File: src/eiwm_pkg.sv
// Purpose: Constants and types for the exception and wake-up map
// Assumes: One clock domain, request lines held as levels
// Notes:   Position constants place each source in the request vector
package eiwm_pkg;

    localparam int          NUM_SRC  = 55;
    localparam int          PRIO_W   = 3;
    localparam int          EXC_W    = 7;
    localparam int          NUM_SYS  = 7;

    // Exception numbers
    localparam logic [6:0]  EXC_NMI     = 7'h02;
    localparam logic [6:0]  EXC_HARD    = 7'h03;
    localparam logic [6:0]  EXC_MEM     = 7'h04;
    localparam logic [6:0]  EXC_BUS     = 7'h05;
    localparam logic [6:0]  EXC_USAGE   = 7'h06;
    localparam logic [6:0]  EXC_SVC     = 7'h0b;
    localparam logic [6:0]  EXC_DEBUG   = 7'h0c;
    localparam logic [6:0]  EXC_PENDSVC = 7'h0e;
    localparam logic [6:0]  EXC_TICK    = 7'h0f;
    localparam logic [6:0]  EXC_BASE    = 7'h10;

    // System slots, in ascending exception number
    localparam int          SLOT_MEM     = 0;
    localparam int          SLOT_BUS     = 1;
    localparam int          SLOT_USAGE   = 2;
    localparam int          SLOT_SVC     = 3;
    localparam int          SLOT_DEBUG   = 4;
    localparam int          SLOT_PENDSVC = 5;
    localparam int          SLOT_TICK    = 6;

    localparam logic [2:0]  PRIO_RESET = 3'h0;

    // Request positions
    localparam int          POS_WAKE_TMR    = 0;
    localparam int          POS_EXT0        = 1;
    localparam int          POS_WDOG        = 10;
    localparam int          POS_LV_DIE0     = 13;
    localparam int          POS_GPT0        = 15;
    localparam int          POS_FLASH       = 17;
    localparam int          POS_UART        = 18;
    localparam int          POS_SPI0        = 19;
    localparam int          POS_TWI0_SLV    = 21;
    localparam int          POS_TWI0_MST    = 22;
    localparam int          POS_PLB0        = 23;
    localparam int          POS_DMA_ERR     = 25;
    localparam int          POS_DMA_DONE0   = 26;
    localparam int          POS_TWI1_SLV    = 44;
    localparam int          POS_TWI1_MST    = 45;
    localparam int          POS_PLB2        = 46;
    localparam int          POS_GPT2        = 48;
    localparam int          POS_LV_DIE1     = 49;
    localparam int          POS_PULSE_TRIP  = 50;
    localparam int          POS_PULSE_PAIR0 = 51;

    // Populated positions, and those that wake from modes 2 and 3
    localparam logic [54:0] VALID_MASK = 55'h7f_f0ff_ffff_a7ff;
    localparam logic [54:0] WAKE_M1    = VALID_MASK;
    localparam logic [54:0] WAKE_M23   = 55'h00_0000_0000_07ff;

    typedef enum logic [1:0] {
        ST_ACTIVE = 2'b00,
        ST_LIGHT  = 2'b01,
        ST_DEEP2  = 2'b11,
        ST_DEEP3  = 2'b10
    } eiwm_state_e;

    localparam logic [1:0]  MODE_0 = 2'h0;
    localparam logic [1:0]  MODE_1 = 2'h1;
    localparam logic [1:0]  MODE_2 = 2'h2;
    localparam logic [1:0]  MODE_3 = 2'h3;

    typedef struct packed {
        logic        wake_timer;
        logic [8:0]  ext_irq;
        logic        watchdog;
        logic        lv_die0;
        logic [1:0]  general_timer_lo;
        logic        flash;
        logic        uart;
        logic [1:0]  spi;
        logic        twi0_slave;
        logic        twi0_master;
        logic [1:0]  prog_logic_lo;
        logic        dma_err;
        logic [13:0] dma_done;
        logic        twi1_slave;
        logic        twi1_master;
        logic [1:0]  prog_logic_hi;
        logic        general_timer_two;
        logic        lv_die1;
        logic        pulse_trip;
        logic [3:0]  pulse_pair;
    } eiwm_src_s;

    typedef struct packed {
        logic       req;
        logic       hard;
        logic [6:0] num;
        logic [2:0] prio;
    } eiwm_exc_s;

endpackage

File: src/eiwm_core.sv
// Purpose: Exception selection and low-power wake-up for the core
// Assumes: Peripheral lines on clk, held until serviced; core acks
// Notes:   Lower priority value is the more urgent level
//
// What this block does
// - Unhandled memory, bus or usage faults escalate to hard fault, number 3.
// - Non-maskable exception 2 has no source and is never raised.
// - Exception 4 flags memory-protection faults, programmable priority.
// - Exception 5 flags bus faults, programmable priority.
// - Exception 6 flags usage faults, programmable priority.
// - Supervisor call is exception 11; numbers 7 to 10 and 13 unused.
// - Debug-monitor events raise exception 12, programmable priority.
// - Exception 14 is pendable service request, held; 15 is system tick.
// - In mode 1 any enabled peripheral request wakes the device.
// - In modes 2 and 3 only wake-capable sources wake; others stay pending.
// - Waking from mode 2 or 3 returns to active mode 0.
// - Inside a handler only a more urgent source may wake.
// - Positions 0 to 10 wake from modes 1, 2 and 3.
// - Positions 13, 15 to 39 and 44 to 54 wake from mode 1 only.
// - Position 25 is DMA error; 26 to 39 are DMA channel done.
// - Positions 44 to 54 carry second serial, logic, timer, pulse sources.
// - Each position records mode 1 and mode 2/3 wake capability.
// - Three priority bits, eight levels, level 0 after reset.
// - Equal levels resolve toward the lower position number.
// - Level 0 ranks below reset, non-maskable and hard fault.
`timescale 1ns/1ps

module eiwm_core
    import eiwm_pkg::*;
(
    // Clock, reset, enable
    input  wire logic                          clk,
    input  wire logic                          reset,
    input  wire logic                          ce,
    // Peripheral requests
    input  wire eiwm_src_s                     src,
    input  wire logic [NUM_SRC-1:0]            src_enable,
    input  wire logic [NUM_SRC-1:0][PRIO_W-1:0] src_prio,
    // Core fault and system events
    input  wire logic                          mem_fault,
    input  wire logic                          bus_fault,
    input  wire logic                          usage_fault,
    input  wire logic [2:0]                    fault_handler_en,
    input  wire logic                          svc_exec,
    input  wire logic                          debug_event,
    input  wire logic                          pend_svc_set,
    input  wire logic                          tick_event,
    input  wire logic [NUM_SYS-1:0][PRIO_W-1:0] sys_prio,
    // Core handler state
    input  wire logic                          handler_active,
    input  wire logic [PRIO_W-1:0]             active_prio,
    input  wire logic                          core_ack,
    input  wire logic [EXC_W-1:0]              core_ack_num,
    // Power control
    input  wire logic                          sleep_req,
    input  wire logic [1:0]                    sleep_mode,
    // Outputs
    output eiwm_exc_s                          exc_out,
    output logic [1:0]                         power_mode,
    output logic                               wake
);

    logic [NUM_SRC-1:0] req_vec;
    logic [NUM_SRC-1:0] periph_pend;
    logic [NUM_SRC-1:0] preempt_ok;
    logic [NUM_SYS-1:0] sys_pend;
    logic [NUM_SYS-1:0] next_sys_pend;
    logic [NUM_SYS-1:0] sys_event;
    logic               hard_pend;
    logic               next_hard_pend;
    logic [2:0]         fault_vec;
    logic               best_found;
    logic [6:0]         best_num;
    logic [2:0]         best_prio;
    eiwm_exc_s          next_exc;
    eiwm_state_e        state;
    eiwm_state_e        next_state;
    logic [1:0]         next_power_mode;
    logic               next_wake;
    logic               light_ok;
    logic               deep_ok;

    function automatic logic [6:0] slot_num(input int slot);
        logic [6:0] n;
        n = EXC_TICK;
        unique case (slot)
            SLOT_MEM:     n = EXC_MEM;
            SLOT_BUS:     n = EXC_BUS;
            SLOT_USAGE:   n = EXC_USAGE;
            SLOT_SVC:     n = EXC_SVC;
            SLOT_DEBUG:   n = EXC_DEBUG;
            SLOT_PENDSVC: n = EXC_PENDSVC;
            default:      n = EXC_TICK;
        endcase
        return n;
    endfunction

    // Source placement in the request vector
    always_comb begin
        req_vec                         = '0;
        req_vec[POS_WAKE_TMR]           = src.wake_timer;
        req_vec[POS_EXT0 +: 9]          = src.ext_irq;
        req_vec[POS_WDOG]               = src.watchdog;
        req_vec[POS_LV_DIE0]            = src.lv_die0;
        req_vec[POS_GPT0 +: 2]          = src.general_timer_lo;
        req_vec[POS_FLASH]              = src.flash;
        req_vec[POS_UART]               = src.uart;
        req_vec[POS_SPI0 +: 2]          = src.spi;
        req_vec[POS_TWI0_SLV]           = src.twi0_slave;
        req_vec[POS_TWI0_MST]           = src.twi0_master;
        req_vec[POS_PLB0 +: 2]          = src.prog_logic_lo;
        req_vec[POS_DMA_ERR]            = src.dma_err;
        req_vec[POS_DMA_DONE0 +: 14]    = src.dma_done;
        req_vec[POS_TWI1_SLV]           = src.twi1_slave;
        req_vec[POS_TWI1_MST]           = src.twi1_master;
        req_vec[POS_PLB2 +: 2]          = src.prog_logic_hi;
        req_vec[POS_GPT2]               = src.general_timer_two;
        req_vec[POS_LV_DIE1]            = src.lv_die1;
        req_vec[POS_PULSE_TRIP]         = src.pulse_trip;
        req_vec[POS_PULSE_PAIR0 +: 4]   = src.pulse_pair;
        // Level lines: pending lasts as long as the source holds it
        periph_pend = req_vec & src_enable & VALID_MASK;
    end

    // System exception pending flags
    always_comb begin
        fault_vec               = {usage_fault, bus_fault, mem_fault};
        sys_event               = '0;
        sys_event[SLOT_MEM]     = mem_fault & fault_handler_en[0];
        sys_event[SLOT_BUS]     = bus_fault & fault_handler_en[1];
        sys_event[SLOT_USAGE]   = usage_fault & fault_handler_en[2];
        sys_event[SLOT_SVC]     = svc_exec;
        sys_event[SLOT_DEBUG]   = debug_event;
        sys_event[SLOT_PENDSVC] = pend_svc_set;
        sys_event[SLOT_TICK]    = tick_event;
        next_sys_pend           = sys_pend;
        for (int i = 0; i < NUM_SYS; i++) begin
            if (core_ack && core_ack_num == slot_num(i)) begin
                next_sys_pend[i] = 1'b0;
            end
            // Set after clear so a same-cycle event survives the ack
            if (sys_event[i]) begin
                next_sys_pend[i] = 1'b1;
            end
        end
        next_hard_pend = hard_pend;
        if (core_ack && core_ack_num == EXC_HARD) begin
            next_hard_pend = 1'b0;
        end
        if (|(fault_vec & ~fault_handler_en)) begin
            next_hard_pend = 1'b1;
        end
    end

    // Arbitration: ascending number, strict compare keeps the lower one
    always_comb begin
        best_found = 1'b0;
        best_num   = '0;
        best_prio  = '0;
        preempt_ok = '0;
        for (int i = 0; i < NUM_SYS; i++) begin
            if (sys_pend[i] && (!handler_active || sys_prio[i] < active_prio)
                && (!best_found || sys_prio[i] < best_prio)) begin
                best_found = 1'b1;
                best_num   = slot_num(i);
                best_prio  = sys_prio[i];
            end
        end
        for (int i = 0; i < NUM_SRC; i++) begin
            preempt_ok[i] = !handler_active
                            || src_prio[i] < active_prio;
            if (periph_pend[i] && preempt_ok[i]
                && (!best_found || src_prio[i] < best_prio)) begin
                best_found = 1'b1;
                best_num   = EXC_BASE + 7'(i);
                best_prio  = src_prio[i];
            end
        end
        next_exc = '0;
        if (hard_pend) begin
            // Fixed level above every programmable one
            next_exc.req  = 1'b1;
            next_exc.hard = 1'b1;
            next_exc.num  = EXC_HARD;
            next_exc.prio = PRIO_RESET;
        end else if (best_found) begin
            next_exc.req  = 1'b1;
            next_exc.num  = best_num;
            next_exc.prio = best_prio;
        end
    end

    // Low-power state and wake-up
    always_comb begin
        light_ok   = |(periph_pend & WAKE_M1 & preempt_ok);
        deep_ok    = |(periph_pend & WAKE_M23 & preempt_ok);
        next_state = state;
        next_wake  = 1'b0;
        unique case (state)
            ST_ACTIVE: begin
                if (sleep_req) begin
                    unique case (sleep_mode)
                        MODE_1:  next_state = ST_LIGHT;
                        MODE_2:  next_state = ST_DEEP2;
                        MODE_3:  next_state = ST_DEEP3;
                        default: next_state = ST_ACTIVE;
                    endcase
                end
            end
            ST_LIGHT: begin
                if (light_ok) begin
                    next_state = ST_ACTIVE;
                    next_wake  = 1'b1;
                end
            end
            ST_DEEP2, ST_DEEP3: begin
                if (deep_ok) begin
                    next_state = ST_ACTIVE;
                    next_wake  = 1'b1;
                end
            end
        endcase
        unique case (next_state)
            ST_LIGHT: next_power_mode = MODE_1;
            ST_DEEP2: next_power_mode = MODE_2;
            ST_DEEP3: next_power_mode = MODE_3;
            default:  next_power_mode = MODE_0;
        endcase
    end

    always_ff @(posedge clk or posedge reset) begin
        if (reset) begin
            sys_pend   <= '0;
            hard_pend  <= 1'b0;
            exc_out    <= '0;
            state      <= ST_ACTIVE;
            power_mode <= MODE_0;
            wake       <= 1'b0;
        end else if (ce) begin
            sys_pend   <= next_sys_pend;
            hard_pend  <= next_hard_pend;
            exc_out    <= next_exc;
            state      <= next_state;
            power_mode <= next_power_mode;
            wake       <= next_wake;
        end
    end
endmodule

File: config.mk
export PLATFORM = sky130hd
export DESIGN_NAME = eiwm_core
export DESIGN_NICKNAME = d
export VERILOG_FILES = /design/src/eiwm_pkg.sv /design/src/eiwm_core.sv
export SDC_FILE = /design/constraint.sdc
export NUM_CORES = 1
export LEC_CHECK = 0
export BUFFER_PORTS_ARGS = -buffer_cell sky130_fd_sc_hd__clkbuf_2
export CAP_MARGIN = 20
export CORE_UTILIZATION = 40
export CTS_CLUSTER_DIAMETER = 50
export DETAILED_ROUTE_END_ITERATION = 7
export GPL_TIMING_DRIVEN = 0
export PLACE_DENSITY = 0.76
export SLEW_MARGIN = 5
export SYNTH_ARGS = -nofsm -noshare
export SYNTH_HDL_FRONTEND = slang
export SYNTH_SLANG_ARGS = --single-unit
File: constraint.sdc
create_clock -name clk -period 63.9 [get_ports clk]
set_input_delay 9.585 -clock clk [delete_from_list [all_inputs] [get_ports clk]]
set_output_delay 9.585 -clock clk [all_outputs]
set_load 0.02 [all_outputs]
## Yosys cells after proc, flatten, opt, wreduce, memory -nomap -nowiden

Index checks and enable logic that the tools add are counted.

| cells by class | value |
|---|---|
| magnitude comparators | 116 |
| reductions and logical operators | 309 |
| bitwise operators | 8 |
| mux-type cells | 195 |
| equality and inequality tests | 17 |

Operators with widths:

| cell | number |
|---|---|
| two-way mux 7 bit | 50 |
| < comparator 3 bit | 116 |
| two-way mux 3 bit | 58 |
| logical AND 1 bit | 117 |
| logical OR 1 bit | 116 |
| bitwise AND 55 bit | 2 |
| OR reduction 55 bit | 2 |
| two-way mux 1 bit | 76 |
| bitwise AND 11 x 55 -> 55 bit | 1 |
| zero test 1 bit | 55 |
| == test 7 x 4 -> 1 bit (second input constant) | 4 |
| == test 7 x 3 -> 1 bit (second input constant) | 3 |
| two-way mux 10 bit | 2 |
| case mux 2 bit (3 select lines) | 3 |
| AND reduction 2 bit | 8 |
| nonzero test 2 bit | 8 |
| == test 2 bit (second input constant) | 6 |
| two-way mux 4 bit | 2 |
| == test 7 x 2 -> 1 bit (second input constant) | 1 |
| == test 2 x 1 -> 1 bit (second input constant) | 3 |
| two-way mux 2 bit | 3 |
| bitwise AND 1 bit | 3 |
| bitwise AND 3 bit | 1 |
| NOT 3 bit | 1 |
| 4 further kinds | 4 |

| storage, ports and cells | value |
|---|---|
| logic and storage cells | 660 |
| input bits | 317 |
| flip-flop bits (word level) | 25 |
| output and inout bits | 15 |

## Logic depth before layout (Yosys ltp)

Gate-level depths: netlist (run 1).

| logic depth | value |
|---|---|
| word-level depth | 222 |
| gate-level depth with buffers | 406 |
| depth with buffers taken out | 402 |

## Worst setup path after synthesis (run 1)

OpenSTA, ideal clock, no wires.

| timing | value |
|---|---|
| path type | input to register |
| from | in active_prio[2] |
| to | reg exc_out[0] (netlist name) |
| arrival | 73.857 ns |
| stages on the path | 380 |
| buffers on the path | 3 |
| library setup time | 0.136 ns |
| data required time | 63.764 ns |
| setup slack | -10.093 ns |
| path through | inv_1 -> ha_1 -> o21ai_0 -> nand2_1 -> nand2_1 -> nand2_1 -> ha_1 -> a21o_1 -> a21oi_1 -> o211a_1 -> nor2_1 -> ha_1 -> o21a_1 -> o22ai_1 -> a2111oi_1 -> or3b_1 -> ha_1 -> a21oi_1 -> [344 not listed] -> mux2i_1 -> ha_1 -> nand2b_1 -> a21oi_1 -> o21a_1 -> nor3_1 -> and2_1 -> a221oi_1 -> a31o_1 -> buf_6 -> o21ai_0 -> ha_1 -> o21ai_0 -> or2b_2 -> a21boi_2 -> nor2_1 -> o221ai_1 -> o21ai_0 |

| between the ends | value |
|---|---|
| longest elaborated chain between the ends | 222 |
| elaborated cells between the ends (all ways) | 493 |
| those cells by class | order compare: 109; mux: 112; reduce/logical: 272 |

RTL lines:

| what | RTL line | text |
|---|---|---|
| start: declaration | eiwm_core.sv:51 | `input wire logic [PRIO_W-1:0] active_prio,` |
| < comparator 3 bit | eiwm_core.sv:162 | `if (sys_pend[i] && (!handler_active \|\| sys_prio[i] < active_prio)` |
| logical OR 1 bit | eiwm_core.sv:162 |  |
| logical AND 1 bit | eiwm_core.sv:162 |  |
| two-way mux 3 bit or two-way mux 1 bit (tied branches) | eiwm_core.sv:162 |  |
| < comparator 3 bit or zero test 1 bit (tied branches) | eiwm_core.sv:163 | `&& (!best_found \|\| sys_prio[i] < best_prio)) begin` |
| logical OR 1 bit | eiwm_core.sv:163 |  |
| logical AND 1 bit | eiwm_core.sv:163 |  |
| two-way mux 3 bit or two-way mux 1 bit (tied branches) | eiwm_core.sv:162 |  |
| [206 not listed] | - |  |
| logical AND 1 bit | eiwm_core.sv:173 | `&& (!best_found \|\| src_prio[i] < best_prio)) begin` |
| two-way mux 3 bit or two-way mux 1 bit (tied branches) | eiwm_core.sv:172 | `if (periph_pend[i] && preempt_ok[i]` |
| < comparator 3 bit or zero test 1 bit (tied branches) | eiwm_core.sv:173 |  |
| logical OR 1 bit | eiwm_core.sv:173 |  |
| logical AND 1 bit | eiwm_core.sv:173 |  |
| two-way mux 3 bit or two-way mux 1 bit (tied branches) | eiwm_core.sv:172 |  |
| two-way mux 10 bit (*) | eiwm_core.sv:186 | `end else if (best_found) begin` |
| two-way mux 10 bit (*) | eiwm_core.sv:180 | `if (hard_pend) begin` |
| end signal: assignment | eiwm_core.sv:242 | `exc_out <= next_exc;` |
| end: declaration | eiwm_core.sv:58 | `output eiwm_exc_s exc_out,` |

Every way passes the cells marked *; elsewhere a longest branch is shown, timed or not.
A chain may end at the register's enable or synchronous reset.

## Final worst setup path (run 1)

| timing | value |
|---|---|
| from | in active_prio[1] |
| to | reg exc_out[9] (netlist name) |

| between the ends | value |
|---|---|
| longest elaborated chain between the ends | 222 |
| elaborated cells between the ends (all ways) | 541 |
| those cells by class | order compare: 109; mux: 160; reduce/logical: 272 |

RTL lines:

| what | RTL line |
|---|---|
| < comparator 3 bit | eiwm_core.sv:162 |
| logical OR 1 bit | eiwm_core.sv:162 |
| logical AND 1 bit | eiwm_core.sv:162 |
| two-way mux 3 bit or two-way mux 1 bit (tied branches) | eiwm_core.sv:162 |
| < comparator 3 bit or zero test 1 bit (tied branches) | eiwm_core.sv:163 |
| logical OR 1 bit | eiwm_core.sv:163 |
| logical AND 1 bit | eiwm_core.sv:163 |
| two-way mux 3 bit or two-way mux 1 bit (tied branches) | eiwm_core.sv:162 |
| [206 not listed] | - |
| logical AND 1 bit | eiwm_core.sv:173 |
| two-way mux 3 bit or two-way mux 1 bit (tied branches) | eiwm_core.sv:172 |
| < comparator 3 bit or zero test 1 bit (tied branches) | eiwm_core.sv:173 |
| logical OR 1 bit | eiwm_core.sv:173 |
| logical AND 1 bit | eiwm_core.sv:173 |
| two-way mux 7 bit or two-way mux 1 bit (tied branches) | eiwm_core.sv:172 |
| two-way mux 10 bit (*) | eiwm_core.sv:186 |
| two-way mux 10 bit (*) | eiwm_core.sv:180 |

Marked as above.

==> results.yml, run 1 <==
worst_setup_path:
  crit_fanout: 5
  r2r_slack_ns: 2.33
  r2r_end: "exc_out[9]"
  path_buf_inv: 45
  cp_data_arrival_time_ns: 71.21
  ff2ff_path_depth: 379
  slowest_delay_ns: 0.53
  r2r_start: "sys_pend[0]"
  cpLargestDelayFamily: "compound AO/OA/AOI/OAI gates"
  path_class: "primary input to flip-flop"
  critPathLaunchType: "primary input"
  slowest_stage: "or4_4"
  crit_path_end_kind: "flip-flop"
  cp.required_ns: 64.04
  crit_path_frequent_cell: "ha_4"
cts:
  cts_tree: "yes"
  cts.sinks: 24
  cts_max_path_buffers: 2
  clk_pin_slew_ns: 0.06
  cts_buffers: 3
  cts_max_level: 1
  insertion_delay_ns: 0.26
  cts_root_buf: "clkbuf_16"
sta:
  fin_crit_ns: 71.06
  relSlewSlack_pct: 34.00
  drv_slew: 0
  worst_clock_skew_ns: 0.009340
  fin_tns_setup_ns: -70.69
  worst_pin_slew_ns: 0.9901
  fin_ws_ns: -7.163
  finalSetupViolCount: 10
  min_period_over_period_pct: 111.2
  rsz0062_at_grt: "yes"
  max_freq_mhz: 14.07
  hold_viol: 0
  holdWs_ns: 0.4966
synth:
  yosysTopAreaCell: "ha_1"
  ys_ff_latch: 24
  syn_area_mm2: 0.01400
  yosysUniqueCellTypes: 157
  synthCells: 1953
  yosysWarningCount: 0
  synth_common_cells: "208 x nand2_1, 175 x o21ai_0, 172 x ha_1, 165 x nor2_1, 138 x inv_1"
  synth.net_count: 2442
  ys_seq_area_share_pct: 4.290
  synth_edf_count: 0
  synthArstFlopShare_pct: 100.0
  synth_area_leaders: "ha_1 15%, o21ai_0 6.3%, nand2_1 5.6%"
  synth_flop_cell: "dfrtp_1"
  synth_area_per_cell_um2: 7.168
  yosys.area.top_type_share_pct: 15.37
  synth.most_common_cell: "nand2_1"
place:
  placed_cells: 2711
  dpl_cell_area_mm2: 0.01709
  dp_hpwl_um: 42150
  numPortBuffers: 301
  gp_congestion: 0.9499
drt:
  wire_per_inst_um: 19.93
  via_count: 19220
  ant_nets: 0
  wl_um: 61280
  drt-pass1-iter-count: 6
  drc_errors: 0
  drtIter0Drc: 1413
  viasPerCell: 6.249
cells_and_area:
  finalInstanceArea_mm2: 0.02163
  final_cells: 3075
  area_delta_synth_final_pct: 54.50
  final_net_count: 3108
  drive_above_1_share_pct: 49.12
worst_hold_path:
  worstHoldStart: "exc_out[6]"
  worstHoldPathCells: 1
  hold_path.class: "flip-flop to flip-flop"
  hold-path-endpoint: "exc_out[6]"
die:
  core-area_mm2: 0.03446
  die_x_um: 189.1
  ios: 332
  die-area_mm2: 0.03575
  start_util_pct: 40.62
  die_height_um: 189.1
  rows: 68
global_route:
  grt_pass1_wl_um: 91020
  grt-ovfl-total: 0
  grt.total_usage_pct: 30.91
  grt_pass1_vias: 18000
  antenna_found_initial: 2
  grt_max_degree: 28
flow_run:
  maxCapViolations: 0
outcome:
  violations: "negative setup slack"
  outcome: "finished with violations"
## layer usage
layer  vias to the layer above  routed length [um]  track usage (%)
met5                         -                   0                0
met4                         0                3461            15.20
met3                       274                4282            2.947
met2                      1022               28780            52.64
met1                      9095               24750            38.83
li1                       8824                   -                -
## how the worst max path moves through the flow
stage                              start          to  slack, ns  cells after the start
after floorplan           active_prio[1]  exc_out[9]      -6.00                    379
after detailed placement  active_prio[2]  exc_out[0]     -13.66                    380
after CTS                 active_prio[2]  exc_out[9]      -5.47                    377
after global placement    active_prio[1]  exc_out[9]     -12.95                    380
final                     active_prio[1]  exc_out[9]      -7.16                    381
after global routing      active_prio[1]  exc_out[9]      -9.54                    376
## logic make-up (layout without fill, tap and decap cells)
family / count (synthesis) / count (layout) / synth area share (%)
compound gates: 786 / 786 / 42.13
simple gates: 744 / 744 / 27.99
fa+ha+maj: 180 / 180 / 15.95
buf+inv: 165 / 830 / 5.282
mux: 53 / 53 / 4.290
flops: 24 / 24 / 4.290
xor+xnor: 1 / 1 / 0.06258
other cells: 0 / 2 / 0
## cells in the final DEF, fill, tap and decap left out, types with 16 or more instances in the layout
master	count
buf_4	350
clkbuf_2	299
nand2_1	154
nor2_1	137
o21ai_0	135
ha_1	126
inv_1	117
a21oi_1	73
nand3_1	68
a21boi_0	57
o21a_1	41
nand2_2	39
ha_4	39
or2_2	31
o21ai_2	24
a31oi_1	24
a21oi_4	24
dfrtp_1	24
and3_2	23
a21oi_2	23
nor3_1	21
nor2_4	21
o211ai_1	20
nand2_4	18
a211oi_1	18
nand2b_1	17
mux2i_1	16
o21ai_4	16
mux2_4	16
## layout make-up
| type | instances | area [um2] |
|---|---|---|
| Timing Repair inverter | 2 | 10.01 |
| Tap cell | 455 | 569.3 |
| Clock buffer | 3 | 75.07 |
| Inverter | 140 | 554.3 |
| Multi-Input combinational cell | 1764 | 15250 |
| Timing Repair Buffer | 662 | 4354 |
| Fill cell | 2799 | 12830 |
| Sequential cell | 24 | 600.6 |
| Clock inverter | 1 | 30.03 |
| Buffer | 22 | 175.2 |
| Antenna cell | 2 | 5.005 |
## metrics by stage
stage / worst slack (ns) / utilization, %
after global placement: -12.95 / 49.48
after detailed placement: -13.66 / 49.59
after global routing: -9.536 / 62.76
after CTS: -5.472 / 58.73
after floorplan: -5.998 / -
final: -7.163 / 62.76
## registers in the layout, summed over array words and instances, names as in the netlist
signal,count
exc_out,12
hard_pend,1
power_mode,1
state,2
sys_pend,7
wake,1
## what timing repair did
item / in CTS / in global routing
endpoints found under the setup margin: 10 / 10
gates cloned: 3 / 0
pin swaps: 208 / 154
buffers inserted: 263 / 95
hold buffers: 0 / 0
gates resized for setup: 192 / 127
Power of run 1 is not shown: default switching activity piles up to over one toggle a cycle in this logic, so the estimate is an artifact.
==> run 2, diff against run 1 <==
--- a/config.mk
+++ b/config.mk
@@ -11,7 +11,6 @@
 export CTS_CLUSTER_DIAMETER = 50
 export DETAILED_ROUTE_END_ITERATION = 7
 export GPL_TIMING_DRIVEN = 0
-export PLACE_DENSITY = 0.76
 export SLEW_MARGIN = 5
 export SYNTH_ARGS = -nofsm -noshare
 export SYNTH_HDL_FRONTEND = slang
==> constraint.sdc (replaced) <==
create_clock -name clk -period 83.4 [get_ports clk]
set_input_delay 12.51 -clock clk [delete_from_list [all_inputs] [get_ports clk]]
set_output_delay 12.51 -clock clk [all_outputs]
set_load 0.02 [all_outputs]
==> results.yml, run 2 (same netlist as run 1, synthesis figures left out) <==
cells_and_area:
  largest_register: "exc_out"
  area_delta_synth_final_pct: 25.17
  final_common_cell: "clkbuf_2"
  final_net_count: 2815
  final_cell_mix: "300 x clkbuf_2, 199 x nand2_1, 171 x ha_1, 157 x o21ai_0, 156 x nor2_1"
  final_core_util_pct: 50.85
  n_fill_cell: 3462
  largest_register_ffs: 12
  drive_above_1_share_pct: 34.17
  top_regs: "exc_out x12, sys_pend x7, state x2"
worst_setup_path:
  slowest_delay_ns: 0.53
  crit_path_frequent_cell: "ha_1"
  path_class: "primary input to flip-flop"
  cp.required_ns: 83.54
  cp-startpoint: "active_prio[1]"
  crit_fanout: 24
  critPathLaunchType: "primary input"
  cp_data_arrival_time_ns: 79.67
  ff2ff_path_depth: 378
  r2r_end: "exc_out[9]"
  r2r_slack_ns: 16.46
  crit_end: "exc_out[9]"
  crit_path_end_kind: "flip-flop"
  r2r_start: "sys_pend[0]"
  slowest_stage: "a2111o_2"
sta:
  drv_slew: 0
  min_period_over_period_pct: 95.36
  worst_pin_slew_ns: 1.045
  worst_clock_skew_ns: 0.003537
  hold_viol: 0
  max_freq_mhz: 12.57
  finalSetupViolCount: 0
  relSlewSlack_pct: 30.36
  fin_crit_ns: 79.53
global_route:
  grt.total_usage_pct: 27.58
  antenna_found_initial: 3
  grt_max_degree: 33
  grt_pass1_vias: 15420
  grt_pass1_wl_um: 80580
  grt-ovfl-total: 0
cts:
  cts_root_buf: "clkbuf_16"
  clk_pin_slew_ns: 0.06
  insertion_delay_ns: 0.25
  cts.sinks: 24
  cts_buffers: 3
  cts_max_path_buffers: 2
  cts_max_level: 1
  cts_tree: "yes"
drt:
  viasPerCell: 6.091
  via_count: 16940
  ant_nets: 0
  drtIter0Drc: 1028
  wire_per_inst_um: 18.87
  drc_errors: 0
  wl_um: 52480
  drt-pass1-iter-count: 6
place:
  gp_congestion: 0.9454
  dp_hpwl_um: 42330
  numPortBuffers: 301
die:
  rows: 68
  ios: 332
  core-area_mm2: 0.03446
  die-area_mm2: 0.03575
  die_x_um: 189.1
  die_height_um: 189.1
  start_util_pct: 40.62
flow_run:
  maxCapViolations: 0
worst_hold_path:
  hold_path.class: "flip-flop to flip-flop"
outcome:
  outcome: "complete, no violations"
run 2: area by class of cell:
cell class              instances  area [um2]  area share (%)
inverters                     140       551.8           3.149
multi-input cells            1764       13470           76.87
flip-flops and latches         24       600.6           3.428
repair inverters                1       8.758         0.04999
diodes                          2       5.005         0.02856
plain buffers                  24       197.7           1.128
repair buffers                368        2044           11.67
clock buffers                   3       75.07          0.4284
well taps                     455       569.3           3.249
run 2: worst min path at each step:
stage,end,startpoint,slack [ns],depth (start not counted)
floorplan,sys_pend[6],sys_pend[6],0.46,2
global route,exc_out[8],exc_out[8],0.51,1
detailed placement,exc_out[8],exc_out[8],0.48,1
global placement,exc_out[7],exc_out[7],0.47,1
CTS,exc_out[8],exc_out[8],0.49,1
finish,exc_out[8],exc_out[8],0.49,1
run 2: metrics by stage:
step,setup slack [ns],setup TNS (ns),area (um2),instances,hold WS (ns)
4_1_cts,0.07044,0,16350,2717,0.4933
6_report,3.872,0,17520,2781,0.4918
3_3_place_gp,-3.613,-33.81,16070,2709,0.4726
2_1_floorplan,6.482,0,14000,1953,0.4624
5_1_grt,-0.5473,-4.815,17520,2781,0.5136
3_5_place_dp,-2.855,-26.16,16120,2711,0.4779
run 2: critical path, delay by kind of cell:
family / cells / cell delay [ns]
buffers and inverters: 32 / 2.74
AOI/OAI and AO/OA: 154 / 27.41
muxes: 23 / 6.24
and+or+nand+nor: 118 / 16.99
adders and majority gates: 55 / 13.65
run 2: what timing repair did:
action                                  CTS  global route
setup buffers                             3            61
cloned                                    0             1
endpoints found under the setup margin   10            10
gates resized for setup                  34           153
pin swaps                                 3            48
hold buffers                              0             0
run 2: per-layer routing:
layer,GRT usage [%],vias up,share of wire (%)
met5,0,-,0.025
met4,6.917,2,2.3
met3,3.133,84,6.2
met2,46.42,604,47
met1,37.18,7996,45
li1,-,8254,-
Power of run 2 is left out for the same reason.
